File: src/common/clk_src_pkg.sv
// constants and types for the input clock source controller
// assumes one clock (core_clk) and an axi4-lite register slave
package clk_src_pkg;

  // register byte offsets
  localparam logic [7:0] CTRL_OFS = 8'h00;
  localparam logic [7:0] DIV_OFS = 8'h04;
  localparam logic [7:0] MULT_OFS = 8'h08;
  localparam logic [7:0] STAT_OFS = 8'h0C;

  // control register fields
  localparam int CTRL_PLL_BIT = 0;
  localparam int CTRL_SLEEP_BIT = 1;

  // status register fields
  localparam int STAT_SRC_BIT = 0;
  localparam int STAT_STABLE_BIT = 1;
  localparam int STAT_RUN_BIT = 2;
  localparam int STAT_DOWN_BIT = 3;
  localparam int STAT_IDLE_BIT = 4;

  // field widths, reset values and the multiplier minimum
  localparam int DIV_W = 5;
  localparam int MULT_W = 4;
  localparam logic [4:0] DIV_RST = 5'h00;
  localparam logic [3:0] MULT_MIN = 4'h2;
  localparam logic [3:0] MULT_RST = 4'h2;

  // stabilization count in reference clock edges
  localparam int STAB_W = 16;
  localparam int unsigned STAB_CYCLES_DEF = 41032;

  // strap settle wait, cycles of core_clk after reset
  localparam logic [1:0] STRAP_WAIT = 2'h2;

  // axi responses
  localparam logic [1:0] RESP_OKAY = 2'h0;
  localparam logic [1:0] RESP_SLVERR = 2'h2;

  typedef enum logic [2:0] {
    ST_STRAP,
    ST_BOOT,
    ST_RUN,
    ST_ASLEEP,
    ST_RELOAD,
    ST_WAKE
  } src_state_e;

endpackage

File: src/common/ref_edge_if.sv
// carries reference edge events and the stabilization handshake
// assumes all signals are on core_clk
interface ref_edge_if;
  logic edge_rise;
  logic edge_any;
  logic reload;
  logic stable;

  modport ctrl (output edge_rise, output edge_any, output reload, input stable);
  modport stab (input edge_rise, input reload, output stable);
  modport div (input edge_any);
endinterface

File: src/verilog/stab_counter.sv
// stabilization down-counter on reference clock rising edges
// assumes edge pulses are one core_clk cycle wide
module stab_counter
  import clk_src_pkg::*;
#(
  parameter int unsigned STAB_CYCLES = STAB_CYCLES_DEF
) (
  // clock and reset
  input wire logic core_clk,
  input wire logic resetn,
  // edge events and handshake
  ref_edge_if.stab edges
);

  typedef struct packed {
    logic [STAB_W-1:0] cnt;
    logic stable;
  } stab_s;

  localparam logic [STAB_W-1:0] LOAD = STAB_W'(STAB_CYCLES);

  stab_s r;
  stab_s n;

  // reload on event, count down on edges, stable at zero
  always_comb begin
    n = r;
    if (edges.reload) begin
      n.cnt = LOAD;
      n.stable = 1'b0;
    end else if (r.cnt != '0) begin
      if (edges.edge_rise) begin
        n.cnt = r.cnt - 1'b1;
      end
      n.stable = 1'b0;
    end else begin
      n.stable = 1'b1;
    end
  end

  // state register, count armed from reset
  always_ff @(posedge core_clk or negedge resetn) begin
    if (!resetn) begin
      r <= '{cnt: LOAD, stable: 1'b0};
    end else begin
      r <= n;
    end
  end

  assign edges.stable = r.stable;

endmodule

File: src/verilog/ref_divider.sv
// prescale divider: divides the selected input by 1 to 32
// assumes edge_any pulses once per input transition
module ref_divider
  import clk_src_pkg::*;
(
  // clock and reset
  input wire logic core_clk,
  input wire logic resetn,
  // divide factor minus one
  input wire logic [DIV_W-1:0] div_field,
  // edge events
  ref_edge_if.div edges,
  // divided reference level
  output logic ref_out
);

  typedef struct packed {
    logic [DIV_W-1:0] cnt;
    logic clk;
  } div_s;

  div_s r;
  div_s n;

  // toggle after field+1 transitions: 50% duty for any factor
  always_comb begin
    n = r;
    if (edges.edge_any) begin
      if (r.cnt >= div_field) begin
        n.cnt = '0;
        n.clk = ~r.clk;
      end else begin
        n.cnt = r.cnt + 1'b1;
      end
    end
  end

  // state register
  always_ff @(posedge core_clk or negedge resetn) begin
    if (!resetn) begin
      r <= '0;
    end else begin
      r <= n;
    end
  end

  assign ref_out = r.clk;

endmodule

File: src/verilog/clk_source_ctrl.sv
// input clock source control: strap, oscillator sleep, stabilization,
// bypass or pll selection and prescale, with an axi4-lite register slave
// assumes the oscillator, external pin, strap and idle flag are asynchronous
//
// The AXI4-Lite register port and the address map are this design's own decisions.
module clk_source_ctrl
#(
  parameter int unsigned STAB_CYCLES = clk_src_pkg::STAB_CYCLES_DEF
) (
  // clock and reset
  input wire logic core_clk,
  input wire logic resetn,
  // pins and clock generator inputs
  input wire logic source_strap_pin,
  input wire logic oscillator_output_clock,
  input wire logic external_clock_pin,
  input wire logic generator_idle_flag,
  // clock path controls
  output logic oscillator_power_down,
  output logic input_source_select_bit,
  output logic pll_mode,
  output logic [clk_src_pkg::MULT_W-1:0] frequency_multiplier,
  output logic pll_reference_clock,
  output logic bypass_clock,
  output logic clock_stable,
  output logic program_release,
  // axi4-lite write address
  input wire logic [7:0] s_axi_awaddr,
  input wire logic s_axi_awvalid,
  output logic s_axi_awready,
  // axi4-lite write data
  input wire logic [31:0] s_axi_wdata,
  input wire logic [3:0] s_axi_wstrb,
  input wire logic s_axi_wvalid,
  output logic s_axi_wready,
  // axi4-lite write response
  output logic [1:0] s_axi_bresp,
  output logic s_axi_bvalid,
  input wire logic s_axi_bready,
  // axi4-lite read address
  input wire logic [7:0] s_axi_araddr,
  input wire logic s_axi_arvalid,
  output logic s_axi_arready,
  // axi4-lite read data
  output logic [31:0] s_axi_rdata,
  output logic [1:0] s_axi_rresp,
  output logic s_axi_rvalid,
  input wire logic s_axi_rready
);
  import clk_src_pkg::*;

  typedef struct packed {
    src_state_e state;
    logic [1:0] strap_wait;
    // synchronisers
    logic strap_s1;
    logic strap_s2;
    logic osc_s1;
    logic osc_s2;
    logic osc_s3;
    logic ext_s1;
    logic ext_s2;
    logic ext_s3;
    logic idle_s1;
    logic idle_s2;
    // software controls
    logic pll_sel;
    logic sleep;
    logic [DIV_W-1:0] div_field;
    logic [MULT_W-1:0] mult_field;
    // block state
    logic src_sel;
    logic osc_down;
    logic release_run;
    logic reload;
    logic stable;
    logic bypass_clk;
    logic ref_clk;
    // write channel
    logic awready;
    logic aw_got;
    logic [7:0] aw_addr;
    logic wready;
    logic w_got;
    logic [31:0] wdata;
    logic [3:0] wstrb;
    logic bvalid;
    logic [1:0] bresp;
    // read channel
    logic arready;
    logic rvalid;
    logic [31:0] rdata;
    logic [1:0] rresp;
  } ctrl_s;

  ctrl_s r;
  ctrl_s n;
  logic sel_lvl;
  logic sel_prev;
  logic div_out;
  logic [7:0] wa;
  logic [7:0] ra;

  ref_edge_if edges ();

  // edges of the selected input, seen after synchronisation
  assign sel_lvl = r.src_sel ? r.ext_s2 : r.osc_s2;
  assign sel_prev = r.src_sel ? r.ext_s3 : r.osc_s3;
  assign edges.edge_rise = sel_lvl & ~sel_prev;
  assign edges.edge_any = sel_lvl ^ sel_prev;
  assign edges.reload = r.reload;
  // write offset from the address taken this cycle or the one held earlier;
  // read from registered state only, so no loop through the next-state copy
  always_comb begin
    if (s_axi_awvalid && r.awready) begin
      wa = {s_axi_awaddr[7:2], 2'h0};
    end else begin
      wa = {r.aw_addr[7:2], 2'h0};
    end
  end
  assign ra = {s_axi_araddr[7:2], 2'h0};

  stab_counter #(
    .STAB_CYCLES(STAB_CYCLES)
  ) u_stab (
    .core_clk(core_clk),
    .resetn(resetn),
    .edges(edges.stab)
  );

  ref_divider u_div (
    .core_clk(core_clk),
    .resetn(resetn),
    .div_field(r.div_field),
    .edges(edges.div),
    .ref_out(div_out)
  );

  // next state of the whole block
  always_comb begin
    n = r;
    n.reload = 1'b0;

    // two-flop synchronisers, third stage only for edge detection
    n.strap_s1 = source_strap_pin;
    n.strap_s2 = r.strap_s1;
    n.osc_s1 = oscillator_output_clock;
    n.osc_s2 = r.osc_s1;
    n.osc_s3 = r.osc_s2;
    n.ext_s1 = external_clock_pin;
    n.ext_s2 = r.ext_s1;
    n.ext_s3 = r.ext_s2;
    n.idle_s1 = generator_idle_flag;
    n.idle_s2 = r.idle_s1;

    // clock path outputs
    n.stable = edges.stable;
    n.bypass_clk = sel_lvl;
    n.ref_clk = div_out;

    // write channel: address and data taken in either order
    if (s_axi_awvalid && r.awready) begin
      n.aw_got = 1'b1;
      n.aw_addr = s_axi_awaddr;
    end
    if (s_axi_wvalid && r.wready) begin
      n.w_got = 1'b1;
      n.wdata = s_axi_wdata;
      n.wstrb = s_axi_wstrb;
    end
    if (r.bvalid && s_axi_bready) begin
      n.bvalid = 1'b0;
    end
    if (n.aw_got && n.w_got && !n.bvalid) begin
      n.aw_got = 1'b0;
      n.w_got = 1'b0;
      n.bvalid = 1'b1;
      n.bresp = RESP_OKAY;
      // every field sits in byte lane 0
      if (wa == CTRL_OFS) begin
        if (n.wstrb[0]) begin
          n.pll_sel = n.wdata[CTRL_PLL_BIT];
          n.sleep = n.wdata[CTRL_SLEEP_BIT];
        end
      end else if (wa == DIV_OFS) begin
        if (n.wstrb[0]) begin
          n.div_field = n.wdata[DIV_W-1:0];
        end
      end else if (wa == MULT_OFS) begin
        if (n.wstrb[0]) begin
          // factors below two are raised to the minimum
          if (n.wdata[MULT_W-1:0] < MULT_MIN) begin
            n.mult_field = MULT_MIN;
          end else begin
            n.mult_field = n.wdata[MULT_W-1:0];
          end
        end
      end else if (wa != STAT_OFS) begin
        n.bresp = RESP_SLVERR;
      end
    end
    n.awready = ~n.aw_got;
    n.wready = ~n.w_got;

    // read channel: one word answered the cycle after it is taken
    if (r.rvalid && s_axi_rready) begin
      n.rvalid = 1'b0;
    end
    if (s_axi_arvalid && r.arready) begin
      n.rvalid = 1'b1;
      n.rresp = RESP_OKAY;
      n.rdata = '0;
      if (ra == CTRL_OFS) begin
        n.rdata[CTRL_PLL_BIT] = r.pll_sel;
        n.rdata[CTRL_SLEEP_BIT] = r.sleep;
      end else if (ra == DIV_OFS) begin
        n.rdata[DIV_W-1:0] = r.div_field;
      end else if (ra == MULT_OFS) begin
        n.rdata[MULT_W-1:0] = r.mult_field;
      end else if (ra == STAT_OFS) begin
        n.rdata[STAT_SRC_BIT] = r.src_sel;
        n.rdata[STAT_STABLE_BIT] = r.stable;
        n.rdata[STAT_RUN_BIT] = r.release_run;
        n.rdata[STAT_DOWN_BIT] = r.osc_down;
        n.rdata[STAT_IDLE_BIT] = r.idle_s2;
      end else begin
        n.rresp = RESP_SLVERR;
      end
    end
    n.arready = ~n.rvalid;

    // source, sleep and program release sequencing
    unique case (r.state)
      ST_STRAP: begin
        // let the strap pass its synchroniser before capture
        if (r.strap_wait == STRAP_WAIT) begin
          n.src_sel = r.strap_s2;
          n.state = ST_BOOT;
        end else begin
          n.strap_wait = r.strap_wait + 1'b1;
        end
      end
      ST_BOOT: begin
        // external source skips the oscillator wait
        if (r.src_sel || edges.stable) begin
          n.release_run = 1'b1;
          n.state = ST_RUN;
        end
      end
      ST_RUN: begin
        if (r.sleep && r.src_sel) begin
          n.osc_down = 1'b1;
          n.state = ST_ASLEEP;
        end else if (r.sleep && r.idle_s2) begin
          n.osc_down = 1'b1;
          n.release_run = 1'b0;
          n.state = ST_ASLEEP;
        end
      end
      ST_ASLEEP: begin
        if (!r.sleep) begin
          n.osc_down = 1'b0;
          n.reload = 1'b1;
          n.state = ST_RELOAD;
        end
      end
      ST_RELOAD: begin
        // counter sees the reload now; stable drops next cycle
        n.state = ST_WAKE;
      end
      ST_WAKE: begin
        if (r.src_sel) begin
          n.state = ST_RUN;
        end else if (edges.stable) begin
          n.release_run = 1'b1;
          n.state = ST_RUN;
        end
      end
      // two codes of the state field are unused; recover through strap capture
      default: begin
        n.state = ST_STRAP;
      end
    endcase
  end

  // single state register; pll bypassed after reset
  always_ff @(posedge core_clk or negedge resetn) begin
    if (!resetn) begin
      r <= '0;
      r.state <= ST_STRAP;
      r.div_field <= DIV_RST;
      r.mult_field <= MULT_RST;
      r.pll_sel <= 1'b0;
    end else begin
      r <= n;
    end
  end

  // outputs straight from the state register
  assign oscillator_power_down = r.osc_down;
  assign input_source_select_bit = r.src_sel;
  assign pll_mode = r.pll_sel;
  assign frequency_multiplier = r.mult_field;
  assign pll_reference_clock = r.ref_clk;
  assign bypass_clock = r.bypass_clk;
  assign clock_stable = r.stable;
  assign program_release = r.release_run;
  assign s_axi_awready = r.awready;
  assign s_axi_wready = r.wready;
  assign s_axi_bresp = r.bresp;
  assign s_axi_bvalid = r.bvalid;
  assign s_axi_arready = r.arready;
  assign s_axi_rdata = r.rdata;
  assign s_axi_rresp = r.rresp;
  assign s_axi_rvalid = r.rvalid;

endmodule

File: config.mk
export PLATFORM = sky130hd
export DESIGN_NAME = clk_source_ctrl
export DESIGN_NICKNAME = d
export VERILOG_FILES = /design/src/common/clk_src_pkg.sv /design/src/common/ref_edge_if.sv /design/src/verilog/stab_counter.sv /design/src/verilog/ref_divider.sv /design/src/verilog/clk_source_ctrl.sv
export SDC_FILE = /design/constraint.sdc
export NUM_CORES = 1
export LEC_CHECK = 0
export BUFFER_PORTS_ARGS = -buffer_cell sky130_fd_sc_hd__buf_2
export CELL_PAD_IN_SITES_DETAIL_PLACEMENT = 1
export CELL_PAD_IN_SITES_GLOBAL_PLACEMENT = 1
export CORE_UTILIZATION = 41
export CTS_CLUSTER_DIAMETER = 120
export DETAILED_ROUTE_END_ITERATION = 7
export GPL_TIMING_DRIVEN = 0
export HOLD_SLACK_MARGIN = 0.06
export PLACE_DENSITY = 0.79
export SKIP_CTS_REPAIR_TIMING = 1
export SLEW_MARGIN = 5
export SYNTH_ARGS = -nofsm -noshare
export SYNTH_HDL_FRONTEND = slang
export SYNTH_HIERARCHICAL = 1
export SYNTH_SLANG_ARGS = --single-unit
File: constraint.sdc
create_clock -name core_clk -period 2.85 [get_ports core_clk]
set_input_delay 0.1425 -clock core_clk [delete_from_list [all_inputs] [get_ports core_clk]]
set_output_delay 0.1425 -clock core_clk [all_outputs]
set_load 0.05 [all_outputs]
==> results.yml <==
status:
  outcome: "finished clean"
drt:
  ant_nets: 0
  wl_per_cell_um: 14.82
  drt_wl_total_um: 9250
  via_per_inst: 5.014
  vias: 3129
  dr.pass1.iters: 4
  drc_errors: 0
  drt_first_iter_violations: 108
sta:
  hold_violations: 0
  maxSlewViolCount: 0
  fin_crit_sh: 0.9164
  rsz0062_at_grt: "no"
  setup_viol: 0
  skew_ns: 0.01493
  min_period_ns: 2.612
  max_slew.worst_pin.slew_ns: 0.6487
  max-slew-margin-rel: 0.5636
  fmax_mhz: 382.9
  setup_tns_ns: 0
critical_path:
  startpoint_type: "flip-flop"
  end_kind: "flip-flop"
  worstSetupPathType: "flip-flop to flip-flop"
  worst-path-buf-inv: 1
  reg2reg_slack_ns: 0.24
  crit_fanout: 10
  crit_required_ns: 3.10
  crit_chain: "clkbuf_1, mux2_2, ha_1, nor3b_2, nand2_1, a211oi_2, mux2_4"
  max_stage_delay_ns: 0.40
  critical-path-top-delay-family: "simple AND/OR/NAND/NOR gates"
  crit_arrival_ns: 2.86
  cp_slowest_cell: "clkbuf_1"
global_routing:
  antenna_found_initial: 0
  grt_pass1_wl_um: 15680
  grtUsageTotal: 0.1828
  grtUsageMet1: 0.2502
  use_met3: 0.04279
  grtUsageMet2: 0.2895
  grt-busiest-layer: "met2"
  overflow: 0
  grt_pass1_vias: 3145
  grt_max_degree: 43
placement:
  io_buffers: 50
  place.gp.congestion: 0.8180
  placed_cells: 596
  dpl.hpwl_um: 6846
yosys:
  synth.yosys.seq_area_share: 0.4867
  ys_warn_count: 6
  synthCells: 384
  synth_ff_type: "dfrtp_1"
  synth-async-reset-ratio: 1.000
  synth.distinct_cells: 62
  synthesis.area_mm2: 0.004229
  synth-seq-cells: 82
  synth.avg_cell_area_um2: 11.01
  synth_edf_count: 0
floorplan:
  core-area_mm2: 0.009864
  num_rows: 36
  die_w_um: 103.6
  dieArea_mm2: 0.01072
  initial_core_util: 0.4287
  ios: 115
  die_height_um: 103.6
power:
  p_leak_nw: 2.395
  switching_share: 0.4229
  power_frac_clock: 0.187
  p_seq_frac: 0.395
  pwr-share-comb: 0.417
  intPower_mw: 2.673
  p_sw_mw: 1.959
  power_density_mw_per_mm2: 908.9
  peakVddDrop_uv: 371.0
cells_and_area:
  layout-drive-gt1-share: 0.3279
  layout_common_cells: "dfrtp_1, buf_2, buf_4"
  fin_cells: 624
  final_common_cell: "dfrtp_1"
  num-fill-cells: 1107
  area_delta_synth_final_pct: 20.50
  antenna_cells: 0
  nets: 558
job:
  cap_violations: 0
cts:
  h-tree-depth: 3
  cts_tree: "done"
  clk_latency_ns: 0.37
  cts_buffer_depth: 2
  cts.sinks: 82
  cts.clk_slew.worst_paths_ns: 0.09
  root_buffer: "clkbuf_8"
  numCtsBuffers: 9
worst_hold_path:
  worstHoldPathType: "input pin to flip-flop"
metrics by stage:
step | hold slack (ns) | power, mW | setup WS (ns) | util | cell area (um2)
finish | 0.06104 | 4.632 | 0.2384 | 0.5166 | 5096
global route | 0.06456 | 4.947 | 0.05755 | 0.5166 | 5096
CTS | -0.2363 | 4.663 | 0.2447 | 0.5044 | 4976
detailed placement | 0.1710 | 3.781 | 0.2587 | 0.4839 | 4773
global placement | 0.2500 | 3.669 | 0.2822 | 0.4816 | 4751
floorplan | -0.1531 | 3.275 | 0.3986 | - | 4334
cell type report:
class                           instances  area, um2  area share
Buffer                                 49      347.8     0.06825
Clock buffer                           10      137.6     0.02701
Multi-Input combinational cell        260       1849      0.3629
Sequential cell                        82       2058      0.4039
Timing Repair Buffer                   63      392.9     0.07709
Clock inverter                          6      65.06     0.01277
Inverter                               21      78.83     0.01547
Tap cell                              133      166.4     0.03265
cells in the mapped netlist (2+ instances only):
library cell	number	area, um2
dfrtp_1	77	1927
buf_4	41	307.8
nand2_1	26	97.59
mux2_2	22	247.7
inv_1	21	78.83
nor2_1	18	67.56
a21oi_1	15	75.07
o21ai_0	12	60.06
ha_1	9	112.6
nand3_1	9	45.04
mux2i_1	8	80.08
nor2b_1	8	50.05
and2_1	7	43.79
nand3b_1	7	52.55
nor3_1	7	35.03
nand2b_1	6	37.54
clkbuf_1	5	18.77
dfstp_2	5	131.4
nand4_1	5	31.28
o211ai_1	5	37.54
o41ai_1	5	43.79
a21o_1	3	22.52
and3_1	3	18.77
mux2_4	3	45.04
nor4_1	3	18.77
o21a_1	3	22.52
o31ai_1	3	22.52
xor2_1	3	26.28
a2111oi_4	2	55.05
a211o_1	2	17.52
a211oi_1	2	15.01
a21oi_2	2	17.52
buf_2	2	10.01
mux4_2	2	45.04
nor4_2	2	25.02
o22ai_1	2	12.51
o311ai_0	2	17.52
or3_1	2	12.51
or3b_2	2	17.52
worst reg2reg max path, stage by stage, from the launching register on:
cell,delay [ns]
dfrtp_1,0.35
clkbuf_1,0.40
mux2_2,0.28
ha_1,0.23
nor3b_2,0.38
nand2_1,0.23
a211oi_2,0.32
mux2_4,0.32
state kept, by name, summed over array words and instances, names as in the netlist, 4 cells and up:
name                  flops
frequency_multiplier      4
n                         6
r                        29
s_axi_rdata               5
u_div/r                   5
u_stab/r                 16
final timing paths:
kind	start	end	cells after the start
max reg2reg	input_source_select_bit	u_stab/r[8]	7
max in group asynchronous	resetn	u_stab/r[16]	3
min in group asynchronous	resetn	r[85]	2
max	input_source_select_bit	u_stab/r[8]	7
min reg2reg	n[108]	n[107]	0
min	s_axi_awaddr[3]	r[80]	2
metal layers:
metal | share of wire | vias to the layer above
li1 | - | 1496
met1 | 0.46 | 1550
met2 | 0.49 | 68
met3 | 0.039 | 15
met4 | 0.015 | 0
met5 | 0 | -
power by group through the flow:
stage	registers (mW)	clock network (mW)	logic (mW)
2_1_floorplan	1.96	0	1.31
3_3_place_gp	1.82	0	1.85
3_5_place_dp	1.85	0	1.93
4_1_cts	1.83	0.896	1.94
5_1_grt	1.88	0.940	2.12
6_report	1.83	0.868	1.93
cell families (layout without fill, tap and decap cells):
logic type | after synthesis | after routing | synth area share
AND/OR/NAND/NOR | 111 | 111 | 0.1467
flip-flops | 82 | 82 | 0.4867
other | 1 | 29 | 0.0008867
buffers and inverters | 70 | 149 | 0.1009
AO/OA/AOI/OAI | 70 | 70 | 0.1251
adder cells (fa/ha/maj) | 9 | 9 | 0.02663
multiplexers | 37 | 37 | 0.1047
XOR/XNOR | 4 | 4 | 0.008286
(Power assumes the default switching activity.)
